## src/verilog/ttcr_pkg.sv

```systemverilog
// package: register map, field positions, reset values and timing for the timer
package ttcr_pkg;

	// ----------------------------------------------------------------
	// register byte offsets
	// ----------------------------------------------------------------
	localparam logic [7:0] TTCR_OFS_CONTROL  = 8'h00;
	localparam logic [7:0] TTCR_OFS_PWRCTL   = 8'h04;
	localparam logic [7:0] TTCR_OFS_COUNT    = 8'h08;
	localparam logic [7:0] TTCR_OFS_RELOAD   = 8'h0C;
	localparam logic [7:0] TTCR_OFS_STATUS   = 8'h10;

	// ----------------------------------------------------------------
	// control register fields
	// ----------------------------------------------------------------
	localparam int TTCR_CTL_OVF_FLAG     = 7;
	localparam int TTCR_CTL_TRIG_FLAG    = 6;
	localparam int TTCR_CTL_RX_SEL       = 5;
	localparam int TTCR_CTL_TX_SEL       = 4;
	localparam int TTCR_CTL_TRIG_EN      = 3;
	localparam int TTCR_CTL_RUN          = 2;
	localparam int TTCR_CTL_CNT_SEL      = 1;
	localparam int TTCR_CTL_CAP_SEL      = 0;

	// power control register fields (serial port one selects)
	localparam int TTCR_PWR_RX1_SEL      = 5;
	localparam int TTCR_PWR_TX1_SEL      = 4;

	// ----------------------------------------------------------------
	// reset values
	// ----------------------------------------------------------------
	localparam logic [7:0]  TTCR_CONTROL_RST = 8'h00;
	localparam logic [7:0]  TTCR_PWRCTL_RST  = 8'h00;
	localparam logic [15:0] TTCR_COUNT_RST   = 16'h0000;
	localparam logic [15:0] TTCR_RELOAD_RST  = 16'h0000;

	// ----------------------------------------------------------------
	// timing: timer tick is clock/12, count pin sampled every clock
	// ----------------------------------------------------------------
	localparam int TTCR_TICK_DIV  = 12;
	localparam int TTCR_SYNC_LEN  = 3;

endpackage : ttcr_pkg

```

## src/verilog/ttcr_pin_sync.sv

```systemverilog
// pin synchroniser with falling-edge detector
`timescale 1ns/1ps
module ttcr_pin_sync (
	// clock and reset
	input  wire logic pclk,
	input  wire logic presetn,
	input  wire logic clk_en,
	// pin
	input  wire logic pin_async,
	// result
	output logic      pin_level,
	output logic      pin_fall
);
	import ttcr_pkg::*;

	logic [TTCR_SYNC_LEN-1:0] sync_q;
	logic                     level_q;

	// --------------------------------------------------------------
	// stages: first flop feeds only the second
	// --------------------------------------------------------------
	always_ff @(posedge pclk or negedge presetn) begin
		if (!presetn) begin
			sync_q  <= '1;
			level_q <= 1'b1;
		end else if (clk_en) begin
			sync_q <= {sync_q[TTCR_SYNC_LEN-2:0], pin_async};
			if (sync_q[1] == sync_q[2])
				level_q <= sync_q[2];
		end
	end

	// a falling edge is seen once: accepted level went high to low
	assign pin_level = level_q;
	assign pin_fall  = clk_en && level_q && (sync_q[1] == sync_q[2]) && !sync_q[2];

endmodule : ttcr_pin_sync

```

## src/verilog/ttcr_top.sv

```systemverilog
// top: 16-bit capture/reload timer with APB register slave
//
// Overview of operation
// - tx select routes overflow to port0 tx
// - trigger enable gates trigger falling edges
// - run bit starts and stops counting
// - select internal ticks or count pin events
// - capture on trigger fall when capture selected
// - reload on overflow, also on trigger fall, unless capture selected
// - baud selects force auto-reload on overflow
// - power register selects port1 baud clocks
// - overflow loads reload pair into count, except in capture mode (count wraps to zero)
// - timer at clock/12, pin at most clock/4
// - capture copies count into reload pair
// - capture without trigger: plain up-counter
//
// The APB interface to the registers and the placing of the registers were decided locally.
`timescale 1ns/1ps
module ttcr_top (
	// clock and reset
	input  wire logic        pclk,
	input  wire logic        presetn,
	input  wire logic        clk_en,
	// apb slave
	input  wire logic        psel,
	input  wire logic        penable,
	input  wire logic        pwrite,
	input  wire logic [7:0]  paddr,
	input  wire logic [31:0] pwdata,
	input  wire logic [3:0]  pstrb,
	output logic      [31:0] prdata,
	output logic             pready,
	output logic             pslverr,
	// pins
	input  wire logic        count_input_pin,
	input  wire logic        trigger_input_pin,
	// baud clock pulses to the serial ports
	output logic             port0_tx_baud,
	output logic             port0_rx_baud,
	output logic             port1_tx_baud,
	output logic             port1_rx_baud,
	// status
	output logic             overflow_pulse
);
	import ttcr_pkg::*;

	// --------------------------------------------------------------
	// state
	// --------------------------------------------------------------
	logic [7:0]  ctl_q;
	logic [7:0]  ctl_d;
	logic [7:0]  pwr_q;
	logic [7:0]  pwr_d;
	logic [15:0] cnt_q;
	logic [15:0] cnt_d;
	logic [15:0] rld_q;
	logic [15:0] rld_d;
	logic [3:0]  div_q;
	logic [31:0] prdata_q;
	logic        pready_q;
	logic        pslverr_q;
	logic        p0_tx_q;
	logic        p0_rx_q;
	logic        p1_tx_q;
	logic        p1_rx_q;
	logic        ovf_q;
	logic [7:0]  t1_div_q;

	// --------------------------------------------------------------
	// pin synchronisers
	// --------------------------------------------------------------
	logic cnt_level;
	logic cnt_fall;
	logic trg_level;
	logic trg_fall;

	ttcr_pin_sync u_cnt_sync (
		.pclk      (pclk),
		.presetn   (presetn),
		.clk_en    (clk_en),
		.pin_async (count_input_pin),
		.pin_level (cnt_level),
		.pin_fall  (cnt_fall)
	);

	ttcr_pin_sync u_trg_sync (
		.pclk      (pclk),
		.presetn   (presetn),
		.clk_en    (clk_en),
		.pin_async (trigger_input_pin),
		.pin_level (trg_level),
		.pin_fall  (trg_fall)
	);

	// --------------------------------------------------------------
	// helpers
	// --------------------------------------------------------------
	function automatic logic [7:0] ttcr_merge(input logic [7:0] old_v,
		input logic [7:0] new_v, input logic en);
		ttcr_merge = en ? new_v : old_v;
	endfunction : ttcr_merge

	function automatic logic [7:0] ttcr_lane(input logic [31:0] w, input int idx);
		ttcr_lane = w[idx*8 +: 8];
	endfunction : ttcr_lane

	// --------------------------------------------------------------
	// apb decode: one-wait answer, pready one cycle after access starts
	// --------------------------------------------------------------
	wire acc_phase = psel && penable && !pready_q;
	wire wr_fire   = psel && penable && pready_q && pwrite;
	wire hit_ctl   = (paddr == TTCR_OFS_CONTROL);
	wire hit_pwr   = (paddr == TTCR_OFS_PWRCTL);
	wire hit_cnt   = (paddr == TTCR_OFS_COUNT);
	wire hit_rld   = (paddr == TTCR_OFS_RELOAD);
	wire hit_sts   = (paddr == TTCR_OFS_STATUS);
	wire mapped    = hit_ctl || hit_pwr || hit_cnt || hit_rld || hit_sts;

	logic [31:0] rd_mux;
	always_comb begin
		if (hit_ctl)
			rd_mux = {24'h00_0000, ctl_q};
		else if (hit_pwr)
			rd_mux = {24'h00_0000, pwr_q};
		else if (hit_cnt)
			rd_mux = {16'h0000, cnt_q};
		else if (hit_rld)
			rd_mux = {16'h0000, rld_q};
		else if (hit_sts)
			rd_mux = {28'h000_0000, trg_level, cnt_level, ovf_q, ctl_q[TTCR_CTL_RUN]};
		else
			rd_mux = 32'h0000_0000;
	end

	// --------------------------------------------------------------
	// mode decode
	// --------------------------------------------------------------
	wire baud_mode  = ctl_q[TTCR_CTL_RX_SEL] || ctl_q[TTCR_CTL_TX_SEL]
		|| pwr_q[TTCR_PWR_RX1_SEL] || pwr_q[TTCR_PWR_TX1_SEL];
	wire capture    = ctl_q[TTCR_CTL_CAP_SEL] && !baud_mode;
	wire trig_ok    = ctl_q[TTCR_CTL_TRIG_EN] && trg_fall;
	wire running    = ctl_q[TTCR_CTL_RUN];
	wire tick_int   = (div_q == 4'(TTCR_TICK_DIV - 1));
	// pin sampling through 3 flops plus edge compare caps rate at clock/4 (each level held 2 clocks)
	wire tick       = ctl_q[TTCR_CTL_CNT_SEL] ? cnt_fall : tick_int;
	wire inc        = clk_en && running && tick;
	wire overflow   = inc && (cnt_q == 16'hFFFF);
	wire do_reload  = !capture && (overflow || (clk_en && trig_ok));
	wire do_capture = capture && clk_en && trig_ok;

	// timer one stand-in for port0 baud when tx/rx select low
	wire t1_tick    = clk_en && (t1_div_q == 8'hFF);

	// --------------------------------------------------------------
	// next-state logic
	// --------------------------------------------------------------
	always_comb begin
		ctl_d = ctl_q;
		pwr_d = pwr_q;
		rld_d = rld_q;
		cnt_d = cnt_q;
		if (inc)
			cnt_d = cnt_q + 16'h0001;
		if (do_reload)
			cnt_d = rld_q;
		if (do_capture)
			rld_d = cnt_q;
		if (wr_fire && hit_ctl)
			ctl_d = ttcr_merge(ctl_q, ttcr_lane(pwdata, 0), pstrb[0]);
		if (wr_fire && hit_pwr)
			pwr_d = ttcr_merge(pwr_q, ttcr_lane(pwdata, 0), pstrb[0]);
		if (wr_fire && hit_cnt) begin
			cnt_d[7:0]  = ttcr_merge(cnt_d[7:0], ttcr_lane(pwdata, 0), pstrb[0]);
			cnt_d[15:8] = ttcr_merge(cnt_d[15:8], ttcr_lane(pwdata, 1), pstrb[1]);
		end
		if (wr_fire && hit_rld) begin
			rld_d[7:0]  = ttcr_merge(rld_d[7:0], ttcr_lane(pwdata, 0), pstrb[0]);
			rld_d[15:8] = ttcr_merge(rld_d[15:8], ttcr_lane(pwdata, 1), pstrb[1]);
		end
		// hardware set wins over a software clear in the same cycle
		if (overflow && !baud_mode)
			ctl_d[TTCR_CTL_OVF_FLAG] = 1'b1;
		if (clk_en && trig_ok)
			ctl_d[TTCR_CTL_TRIG_FLAG] = 1'b1;
	end

	// --------------------------------------------------------------
	// registers
	// --------------------------------------------------------------
	always_ff @(posedge pclk or negedge presetn) begin
		if (!presetn) begin
			ctl_q <= TTCR_CONTROL_RST;
			pwr_q <= TTCR_PWRCTL_RST;
			cnt_q <= TTCR_COUNT_RST;
			rld_q <= TTCR_RELOAD_RST;
		end else if (clk_en) begin
			ctl_q <= ctl_d;
			pwr_q <= pwr_d;
			cnt_q <= cnt_d;
			rld_q <= rld_d;
		end
	end

	// prescaler only advances while running, so a restart begins a fresh tick
	always_ff @(posedge pclk or negedge presetn) begin
		if (!presetn)
			div_q <= 4'h0;
		else if (clk_en && (!running || tick_int))
			div_q <= 4'h0;
		else if (clk_en)
			div_q <= div_q + 4'h1;
	end

	always_ff @(posedge pclk or negedge presetn) begin
		if (!presetn)
			t1_div_q <= 8'h00;
		else if (clk_en)
			t1_div_q <= t1_div_q + 8'h01;
	end

	// --------------------------------------------------------------
	// apb answer
	// --------------------------------------------------------------
	always_ff @(posedge pclk or negedge presetn) begin
		if (!presetn) begin
			pready_q  <= 1'b0;
			pslverr_q <= 1'b0;
			prdata_q  <= 32'h0000_0000;
		end else if (clk_en) begin
			pready_q  <= acc_phase;
			pslverr_q <= acc_phase && !mapped;
			prdata_q  <= (acc_phase && !pwrite) ? rd_mux : 32'h0000_0000;
		end else begin
			// read data never outlives its pready
			pready_q  <= 1'b0;
			pslverr_q <= 1'b0;
			prdata_q  <= 32'h0000_0000;
		end
	end

	// --------------------------------------------------------------
	// baud pulses
	// --------------------------------------------------------------
	always_ff @(posedge pclk or negedge presetn) begin
		if (!presetn) begin
			p0_tx_q <= 1'b0;
			p0_rx_q <= 1'b0;
			p1_tx_q <= 1'b0;
			p1_rx_q <= 1'b0;
			ovf_q   <= 1'b0;
		end else if (clk_en) begin
			p0_tx_q <= ctl_q[TTCR_CTL_TX_SEL] ? overflow : t1_tick;
			p0_rx_q <= ctl_q[TTCR_CTL_RX_SEL] ? overflow : t1_tick;
			p1_tx_q <= pwr_q[TTCR_PWR_TX1_SEL] ? overflow : t1_tick;
			p1_rx_q <= pwr_q[TTCR_PWR_RX1_SEL] ? overflow : t1_tick;
			ovf_q   <= overflow;
		end
	end

	assign prdata         = prdata_q;
	assign pready         = pready_q;
	assign pslverr        = pslverr_q;
	assign port0_tx_baud  = p0_tx_q;
	assign port0_rx_baud  = p0_rx_q;
	assign port1_tx_baud  = p1_tx_q;
	assign port1_rx_baud  = p1_rx_q;
	assign overflow_pulse = ovf_q;

endmodule : ttcr_top
```

## config.mk

```make
export PLATFORM = sky130hd
export DESIGN_NAME = ttcr_top
export DESIGN_NICKNAME = d
export VERILOG_FILES = /design/src/verilog/ttcr_pkg.sv /design/src/verilog/ttcr_pin_sync.sv /design/src/verilog/ttcr_top.sv
export SDC_FILE = /design/constraint.sdc
export NUM_CORES = 1
export LEC_CHECK = 0
export ABC_CLOCK_PERIOD_IN_PS = 2800
export BUFFER_PORTS_ARGS = -buffer_cell sky130_fd_sc_hd__buf_2
export CAP_MARGIN = 20
export CORE_UTILIZATION = 56
export DETAILED_ROUTE_END_ITERATION = 6
export PLACE_DENSITY = 0.8
export SYNTH_ARGS = -nofsm -noshare
export SYNTH_HDL_FRONTEND = slang
export SYNTH_SLANG_ARGS = --single-unit
export TNS_END_PERCENT = 30
```

## constraint.sdc

```tcl
create_clock -name pclk -period 2.8 [get_ports pclk]
set_input_delay 0 -clock pclk [delete_from_list [all_inputs] [get_ports pclk]]
set_output_delay 0 -clock pclk [all_outputs]
set_load 0.1 [all_outputs]
```

==> results of run 1 <==
## logic make-up after synthesis
| family | count (synthesis) | share of synthesized area [%] |
|---|---|---|
| adder cells (fa/ha/maj) | 3 | 0.732 |
| AO/OA/AOI/OAI | 135 | 19.2 |
| flip-flops | 91 | 44.6 |
| XOR/XNOR | 17 | 2.90 |
| multiplexers | 43 | 9.88 |
| AND/OR/NAND/NOR | 154 | 16.8 |
| other | 1 | 0.0731 |
| buffers and inverters | 60 | 5.83 |
## sequential cells by signal, indices dropped and copies added (netlist names)
signal	cells
pready	1
u_cnt_sync.pin_level	1
overflow_pulse	1
port1_rx_baud	1
port1_tx_baud	1
port0_tx_baud	1
t1_div_q	8
pwr_q	8
port0_rx_baud	1
u_trg_sync.sync_q	3
u_cnt_sync.sync_q	3
prdata	16
cnt_q	16
u_trg_sync.pin_level	1
div_q	4
rld_q	16
pslverr	1
ctl_q	8
## through the flow
| step | hold WS, ns | setup slack (ns) |
|---|---|---|
| 2_1_floorplan | -0.296 | 0.448 |
| 3_3_place_gp | 0.0805 | 0.631 |
| 3_5_place_dp | 0.0878 | 0.557 |
| 4_1_cts | 0.00133 | 0.537 |
| 5_1_grt | 0.0386 | 0.360 |
| 6_report | 0.00358 | 0.508 |
## layer usage
| layer | GRT usage, % | up-vias | share of wire [%] |
|---|---|---|---|
| li1 | - | 2017 | - |
| met1 | 39.5 | 2190 | 42 |
| met3 | 5.32 | 33 | 8.6 |
| met5 | 0 | - | 0 |
| met4 | 9.79 | 0 | 2.3 |
| met2 | 45.3 | 249 | 47 |
## power breakdown
group / switching (mW) / leakage [nW] / internal (mW)
Clock: 0.510 / 0.102 / 0.423
Combinational: 0.263 / 1.34 / 0.156
Sequential: 0.102 / 1.21 / 1.42
Total: 0.874 / 2.64 / 2.00
## worst min path at each step
stage | to | from | cells after the start | slack, ns
6_report | u_cnt_sync.sync_q[2]$_DFFE_PN1P_ | clk_en | 3 | 0.004
3_3_place_gp | prdata[6]$_DFF_PN0_ | presetn | 2 | 0.08
4_1_cts | u_cnt_sync.sync_q[2]$_DFFE_PN1P_ | clk_en | 3 | 0.001
2_1_floorplan | cnt_q[0]$_DFFE_PN0P_ | presetn | 0 | -0.30
5_1_grt | u_cnt_sync.sync_q[2]$_DFFE_PN1P_ | clk_en | 3 | 0.04
3_5_place_dp | prdata[7]$_DFF_PN0_ | presetn | 2 | 0.09
## synth_stat cells, types with 13 or more instances
master	count	area [µm²]
sky130_fd_sc_hd__buf_4	17	128
sky130_fd_sc_hd__mux2i_1	18	180
sky130_fd_sc_hd__dfrtp_1	83	2080
sky130_fd_sc_hd__clkbuf_1	23	86.3
sky130_fd_sc_hd__nor2_1	29	109
sky130_fd_sc_hd__nand2_1	27	101
sky130_fd_sc_hd__nor3_1	17	85.1
sky130_fd_sc_hd__o22ai_1	15	93.8
sky130_fd_sc_hd__mux2_2	21	236
sky130_fd_sc_hd__a21oi_1	19	95.1
sky130_fd_sc_hd__and2_1	13	81.3
## what timing repair did
item,CTS,global route
endpoints found under the hold margin,127,0
setup endpoints to repair,0,0
hold buffers,24,0
## layout make-up
| type | instances | share of cell area (%) |
|---|---|---|
| Sequential cell | 91 | 38.6 |
| Tap cell | 108 | 2.28 |
| Clock buffer | 9 | 2.09 |
| Multi-Input combinational cell | 368 | 43.8 |
| Clock inverter | 6 | 1.22 |
| Inverter | 10 | 0.633 |
| Timing Repair Buffer | 99 | 11.4 |
## worst register-to-register path, stage by stage, from the launching register on
cell	delay, ns
sky130_fd_sc_hd__dfrtp_1	0.39
sky130_fd_sc_hd__ha_1	0.26
sky130_fd_sc_hd__nand4bb_1	0.19
sky130_fd_sc_hd__a211o_1	0.42
sky130_fd_sc_hd__o21a_1	0.35
sky130_fd_sc_hd__or3_1	0.35
sky130_fd_sc_hd__a31o_1	0.23
==> metrics.md, run 1 <==
| Metric | Value |
|---|---|
| Fill count | 694 |
| N_diodes | 0 |
| Crit start category | flip-flop |
| Proportion of synthesized flip-flops having asynchronous set or reset | between 90% and 100% |
| Violations in the final reports | DRC |
| Slew of the pin with the lowest slew margin | 0.720 ns |
| Max-slew violations | 0 |
| Max-cap check violation count | 0 |
| Total I/O pin count | 91 |
| Final number of setup-violating endpoints | 0 |
| IO buf count | 56 |
| Post-CTS Setup Inserts | 0 |
| Post_cts resized | 0 |
| Path length in cells of the critical path | 6 |
| Final Non-Filler Cells | 691 |
| Critical Path Max Stage Delay | 0.42 ns |
| Antenna violations before repair | 0 |
| Sequential standard cell area | 0.00229 mm² |
| Number of different library cells in the post-synthesis netlist | slightly below 70 |
| Chip Height | 97.7 µm |
| Source-to-sink clock delay at the later pin of the worst-skew pair | about 0.37 ns |
| Number of design rule violations left after detail routing | 14 |
| Avg Synthesized Cell Area | 10.2 µm² |
| Nets | 634 |
| Initial standard-cell utilization of the core | 58.2% |
| R2r worst-path depth | 6 |
| Number of sinks driven by the clock tree | 91 |
| Max Clock Skew | 0.0161 ns |
| FF-to-FF End | cnt_q[10]$_DFFE_PN0P_ |
| Detailed placer's ending HPWL | 8810 µm |
| Clock tree from TritonCTS | done |
| Leakage power | 2.64 nW |
| Number of placed instances, taps included | 652 |
| Utilization after layout | 67.4% |
| Area growth, synth to finish | 15.7% |
| Most used cells in the layout excluding fill and tap cells | sky130_fd_sc_hd__dfrtp_1 (83), sky130_fd_sc_hd__buf_2 (55), sky130_fd_sc_hd__nor2_1 (29) |
| Antenna-violating nets left | 0 |
| Area after detailed placement | 0.00550 mm² |
| Count of TritonRoute iterations in the first routing pass | 7 |
| Critical path's slowest cell | sky130_fd_sc_hd__a211o_1 |
| Unrepaired setup endpoints after global routing | false |
| Cts bufs inserted | 9 |
| Clock transition at the register clock pins on the worst setup and hold paths after CTS | 0.09 ns |
| Critical path buffers and inverters | 0 |
| Upper clock frequency limit | roughly 440 MHz |
| Overall Power | between 2 and 3 mW |
| Area of the core | 0.00881 mm² |
| Number of design-rule violations left by the first detailed-router iteration | ~480 |
| # H-tree levels | 3 |
| Final design area excluding fillers | 0.00593 mm² |
| Area of the mapped netlist | 0.00513 mm² |
| Share of synthesized area occupied by flip-flops and latches | 44.6% |
| Wire length per cell after detailed routing | between 15 and 20 µm |
| CP top delay family | compound AO/OA/AOI/OAI gates |
| Multi-input gate area in the final layout | 0.00260 mm² |
| Most frequent standard cell in the layout excluding fill and tap cells | sky130_fd_sc_hd__dfrtp_1 |
| Overall die area | 0.00954 mm² |
| Worst voltage drop across the vdd grid | 421 µV |
| Start point of the critical path | div_q[0]$_DFFE_PN0P_ |
| Warnings from Yosys | 0 |
| Critical Path End Type | flip-flop |
| Crit path cell chain | ha_1, nand4bb_1, a211o_1, o21a_1, or3_1, a31o_1 |
| Fraction of final layout cells with drive strength greater than 1 | 23.2% |
| Status | finished, violations left |
| Worst-case headroom to the max-slew limit | a little over half |
| Clk buf depth | 2 |
| R2R setup slack | 0.51 ns |
| Global-route total usage across every layer | 28.6% |
| Cell chosen for the clock root | sky130_fd_sc_hd__clkbuf_8 |
| Main flop type after synthesis | sky130_fd_sc_hd__dfrtp_1 |
| Die width | ~98 µm |
| Via count of the first global-routing pass | 4265 |
| Total grt overflow | 0 |
| Worst reg2reg path startpoint | div_q[0]$_DFFE_PN0P_ |
| Routability congestion estimate | 0.911 |
| Worst Path Class, Setup | reg -> reg |
| Final hold vios | 0 |
| End point of the critical path | cnt_q[10]$_DFFE_PN0P_ |
| Total of flip-flops plus latches after synthesis | 91 |
| Total power density per cell area | a little under 500 mW/mm² |
| Wire length of the first global-routing pass | about 21000 µm |
| Req. time, crit path | roughly 3.1 ns |
| Maximum number of pins on one net before global-route repair | 92 |
| Final min period | 2.29 ns |
| Average via count per standard cell | approximately 6.5 |
| Final sum of negative setup slack | 0 ns |
| Number of cell rows | 34 |
| Gate count after technology mapping | about 500 |
| Critical path peak fanout | 9 |
| CP arrival | 2.54 ns |
| Number of vias in the routed layout | about 4.5k |
| Post-synth EDFFs | 0 |
| Final Routed Wirelength | between 10000 and 15000 µm |
| Fraction of the cycle the final worst path needs | 81.9% |
| Worst min-delay path category | in -> reg |
Note: power is estimated with default switching activity, not from simulation.
==> run 2, diff against run 1 <==
ABC_AREA = 1   (was not set)
ABC_CLOCK_PERIOD_IN_PS = 2150   (was 2800)
CORE_UTILIZATION = 57   (was 56)
PLACE_DENSITY = 0.81   (was 0.8)
clock period = 2.15 ns   (was 2.8 ns; I/O delays follow)
==> run 2 against run 1 <==
Compared with the run above:
- the flow now finishes without violations
- total power up 53%
- cell area rose by 5.7%
- synthesized cell count grew 51%
- clock power rose by 44%
==> metrics.md, run 2 <==
| Metric | Value |
|---|---|
| Status | completed (was finished, violations left) |
| Biggest area consumer among synthesized cells | sky130_fd_sc_hd__dfrtp_1 (unchanged) |
| Source-to-sink clock delay at the later pin of the worst-skew pair | 0.37 ns (about the same) |
| Number of vias in the routed layout | 5325 (was 4489) |
| Total of flip-flops plus latches after synthesis | 91 (unchanged) |
| Area of the mapped netlist | 0.00544 mm² (was 0.00513 mm²) |
| Most used cells in the layout excluding fill and tap cells | sky130_fd_sc_hd__nand2_1 (213), sky130_fd_sc_hd__inv_1 (82), sky130_fd_sc_hd__dfrtp_1 (81) (was sky130_fd_sc_hd__dfrtp_1 (83), sky130_fd_sc_hd__buf_2 (55), sky130_fd_sc_hd__nor2_1 (29)) |
| Start point of the critical path | cnt_q[1]$_DFFE_PN0P_ (was div_q[0]$_DFFE_PN0P_) |
| N_diodes | 0 (unchanged) |
| Most used standard cells in the synthesized netlist | sky130_fd_sc_hd__nand2_1 (214), sky130_fd_sc_hd__dfrtp_1 (83), sky130_fd_sc_hd__inv_1 (83) (was sky130_fd_sc_hd__dfrtp_1 (83), sky130_fd_sc_hd__nor2_1 (29), sky130_fd_sc_hd__nand2_1 (27)) |
| Via count of the first global-routing pass | 5139 (was 4265) |
| Fraction of post-synthesis cell area in the top cell type by area | 38.2% (was 40.5%) |
| Worst Path Class, Setup | reg -> reg (unchanged) |
| Worst min-delay path category | in -> reg (unchanged) |
| Critical path's slowest cell | sky130_fd_sc_hd__dfrtp_2 (was sky130_fd_sc_hd__a211o_1) |
| Number of design-rule violations left by the first detailed-router iteration | 377 (was 478) |
| # H-tree levels | 3 (unchanged) |
| Clock tree from TritonCTS | done (unchanged) |
| Crit path cell chain | ha_1, nand2_1, nor2_1, nand2_4, nor2_4, nand3_4, nand2_4, nand2_4, nand3_1, nand3_1, nand2_1, nand2_1 (was ha_1, nand4bb_1, a211o_1, o21a_1, or3_1, a31o_1) |
| Worst voltage drop across the vdd grid | 515 µV (was 421 µV) |
| Final Non-Filler Cells | 973 (was 691) |
| Crit start category | flip-flop (unchanged) |
| Wire length per cell after detailed routing | 14.9 µm (was 19.0 µm) |
| Final min period | 1.95 ns (was 2.29 ns) |
| Max-cap check violation count | 0 (unchanged) |
| Final number of setup-violating endpoints | 0 (unchanged) |
| Max-slew violations | 0 (unchanged) |
| R2R setup slack | 0.20 ns (was 0.51 ns) |
| Initial standard-cell utilization of the core | 58.9% (was 58.2%) |
| Detailed placer's ending HPWL | 10100 µm (was 8810 µm) |
| Chip Height | 99.7 µm (was 97.7 µm) |
| Total grt overflow | 0 (unchanged) |
| Number of cell rows | 35 (was 34) |
| Cts bufs inserted | 9 (unchanged) |
| Number of sinks driven by the clock tree | 91 (unchanged) |
| Clk buf depth | 2 (unchanged) |
| GR met3 Demand/Resource | 4.85% (was 5.32%) |
| IO buf count | 56 (unchanged) |
| Total power density per cell area | 700 mW/mm² (was 484 mW/mm²) |
| Die width | 99.7 µm (was 97.7 µm) |
| Routability congestion estimate | 0.907 (was 0.911) |
| Final hold vios | 0 (unchanged) |
| FF-to-FF End | cnt_q[14]$_DFFE_PN0P_ (was cnt_q[10]$_DFFE_PN0P_) |
| Avg Synthesized Cell Area | 7.13 µm² (was 10.2 µm²) |
| Most frequent standard cell in the layout excluding fill and tap cells | sky130_fd_sc_hd__nand2_1 (was sky130_fd_sc_hd__dfrtp_1) |
| Worst reg2reg path startpoint | cnt_q[1]$_DFFE_PN0P_ (was div_q[0]$_DFFE_PN0P_) |
| GRT met2 Usage | 52.3% (was 45.3%) |
| Share of synthesized area occupied by flip-flops and latches | 42.0% (was 44.6%) |
| Slew of the pin with the lowest slew margin | 0.820 ns (was 0.720 ns) |
| Fraction of the cycle the final worst path needs | 90.9% (was 81.9%) |
| Wire length of the first global-routing pass | 24200 µm (was 21400 µm) |
| Number of placed instances, taps included | 937 (was 652) |
| Number of design rule violations left after detail routing | 0 (was 14) |
| Count of TritonRoute iterations in the first routing pass | 5 (was 7) |
| Number of different library cells in the post-synthesis netlist | 37 (was 69) |
| Critical Path End Type | flip-flop (unchanged) |
| Top area cells in the synthesized netlist | sky130_fd_sc_hd__dfrtp_1 (38%), sky130_fd_sc_hd__nand2_1 (15%), sky130_fd_sc_hd__o21ai_0 (6.7%), sky130_fd_sc_hd__inv_1 (5.7%), sky130_fd_sc_hd__nor2_1 (5.0%) (was sky130_fd_sc_hd__dfrtp_1 (41%), sky130_fd_sc_hd__mux2_2 (4.6%), sky130_fd_sc_hd__dfstp_2 (4.1%), sky130_fd_sc_hd__mux2i_1 (3.5%), sky130_fd_sc_hd__buf_4 (2.5%)) |
| End point of the critical path | cnt_q[14]$_DFFE_PN0P_ (was cnt_q[10]$_DFFE_PN0P_) |
| Global-route total usage across every layer | 31.3% (was 28.6%) |
| Most congested layer reported by global routing | met2 (unchanged) |
| Maximum number of pins on one net before global-route repair | 59 (was 92) |
| Antenna violations before repair | 0 (unchanged) |
| Fraction of final layout cells with drive strength greater than 1 | 15.4% (was 23.2%) |
| Total I/O pin count | 91 (unchanged) |
| Critical Path Max Stage Delay | 0.43 ns (was 0.42 ns) |
| Most frequent cell after synthesis | sky130_fd_sc_hd__nand2_1 (was sky130_fd_sc_hd__dfrtp_1) |
| R2r worst-path depth | 12 (was 6) |
| Final Routed Wirelength | 14500 µm (was 13100 µm) |
| Overall die area | 0.00994 mm² (was 0.00954 mm²) |
| Post-CTS Setup Inserts | 0 (unchanged) |
| Clock transition at the register clock pins on the worst setup and hold paths after CTS | 0.10 ns (was 0.09 ns) |
| Upper clock frequency limit | 512 MHz (was 436 MHz) |
| Gate count after technology mapping | 763 (was 504) |
| Leakage power | 3.30 nW (was 2.64 nW) |
| Cell chosen for the clock root | sky130_fd_sc_hd__clkbuf_8 (unchanged) |
| CP arrival | 2.23 ns (was 2.54 ns) |
| Utilization after layout | 67.9% (was 67.4%) |
| Nets | 894 (was 634) |
| Unrepaired setup endpoints after global routing | false (unchanged) |
| Worst-case headroom to the max-slew limit | 44.9% (was 52.0%) |
| Worst hold-check slack | 0.0109 ns (was 0.00358 ns) |
| Main flop type after synthesis | sky130_fd_sc_hd__dfrtp_1 (unchanged) |
| Final sum of negative setup slack | 0 ns (unchanged) |
| Critical path peak fanout | 16 (was 9) |
| Warnings from Yosys | 0 (unchanged) |
| Max Clock Skew | 0.0119 ns (was 0.0161 ns) |
| Met1 track demand over resource in global routing | 40.3% (was 39.5%) |
| Req. time, crit path | 2.42 ns (was 3.05 ns) |
| Area growth, synth to finish | 15.3% (was 15.7%) |
| Proportion of synthesized flip-flops having asynchronous set or reset | 100% (unchanged) |
| Average via count per standard cell | 5.47 (was 6.50) |
| Area of the core | 0.00924 mm² (was 0.00881 mm²) |
| Antenna-violating nets left | 0 (unchanged) |
| Post-synth EDFFs | 0 (unchanged) |
run 2: changes by cell type after synthesis, sizes merged, moves of 35 or more:
cell,change
nand2,+195
nor2,+50
nand3,+35
inv,+77
o21ai,+66
a21oi,+35
run 2: logic make-up (layout without fill, tap and decap cells):
| logic type | after synthesis | count (layout) | synth area share (%) |
|---|---|---|---|
| DFF | 91 | 91 | 42.0 |
| xor gates and xnor gates | 13 | 13 | 2.09 |
| other | 1 | 16 | 0.0689 |
| and+or+nand+nor | 369 | 369 | 29.0 |
| adders and majority gates | 3 | 3 | 0.690 |
| muxes | 1 | 1 | 0.207 |
| AOI/OAI and AO/OA | 153 | 153 | 15.3 |
| buffers and inverters | 132 | 198 | 10.6 |
run 2: cell type report:
| class | count | area, µm² |
|---|---|---|
| Clock buffer | 10 | 128 |
| Clock inverter | 6 | 95.1 |
| Fill cell | 782 | 2970 |
| Inverter | 89 | 338 |
| Multi-Input combinational cell | 555 | 2640 |
| Sequential cell | 91 | 2290 |
| Tap cell | 129 | 161 |
| Timing Repair Buffer | 92 | 613 |
| Timing Repair inverter | 1 | 5.00 |
run 2: routing by layer:
layer	vias up	share of wire, %	wire, µm
li1	2567	-	-
met1	2506	42	6030
met2	215	48	6940
met3	37	7.6	1100
met4	0	2.9	413
met5	-	0	0
run 2: timing repair:
action	4_1_cts	5_1_grt
setup endpoints to repair	0	12
gates resized for setup	0	5
hold buffers	19	0
hold endpoints to repair	66	0
run 2: worst min path at each step:
| stage | start | end | cells after the start |
|---|---|---|---|
| 3_5_place_dp | presetn | rld_q[13]$_DFFE_PN0P_ | 1 |
| 2_1_floorplan | presetn | cnt_q[0]$_DFFE_PN0P_ | 0 |
| 6_report | pwdata[13] | cnt_q[13]$_DFFE_PN0P_ | 5 |
| 5_1_grt | pwdata[13] | cnt_q[13]$_DFFE_PN0P_ | 5 |
| 4_1_cts | pwdata[13] | cnt_q[13]$_DFFE_PN0P_ | 5 |
| 3_3_place_gp | presetn | prdata[13]$_DFF_PN0_ | 1 |
run 2: metrics by stage:
| step | setup slack (ns) | total power, mW | instance area, µm² |
|---|---|---|---|
| finish | 0.196 | 4.39 | 6270 |
| global route | 0.00912 | 4.61 | 6270 |
| floorplan | 0.0861 | 2.81 | 5500 |
| detailed placement | 0.162 | 3.04 | 5840 |
| CTS | 0.0957 | 4.40 | 6250 |
| global placement | 0.231 | 2.99 | 5840 |
run 2: power breakdown:
part           switching, mW  total (mW)  leakage [nW]  internal (mW)
sequential             0.204        2.11          1.12           1.91
clock                  0.673        1.34         0.105          0.668
combinational          0.627       0.941          2.08          0.314
total                   1.50        4.39          3.30           2.89
run 2: worst max-delay path, delay by kind of cell, from the launching register on:
kind / cells / cell delay [ns]
adder cells (fa/ha/maj): 1 / 0.18
flip-flops: 1 / 0.43
AND/OR/NAND/NOR: 11 / 1.24
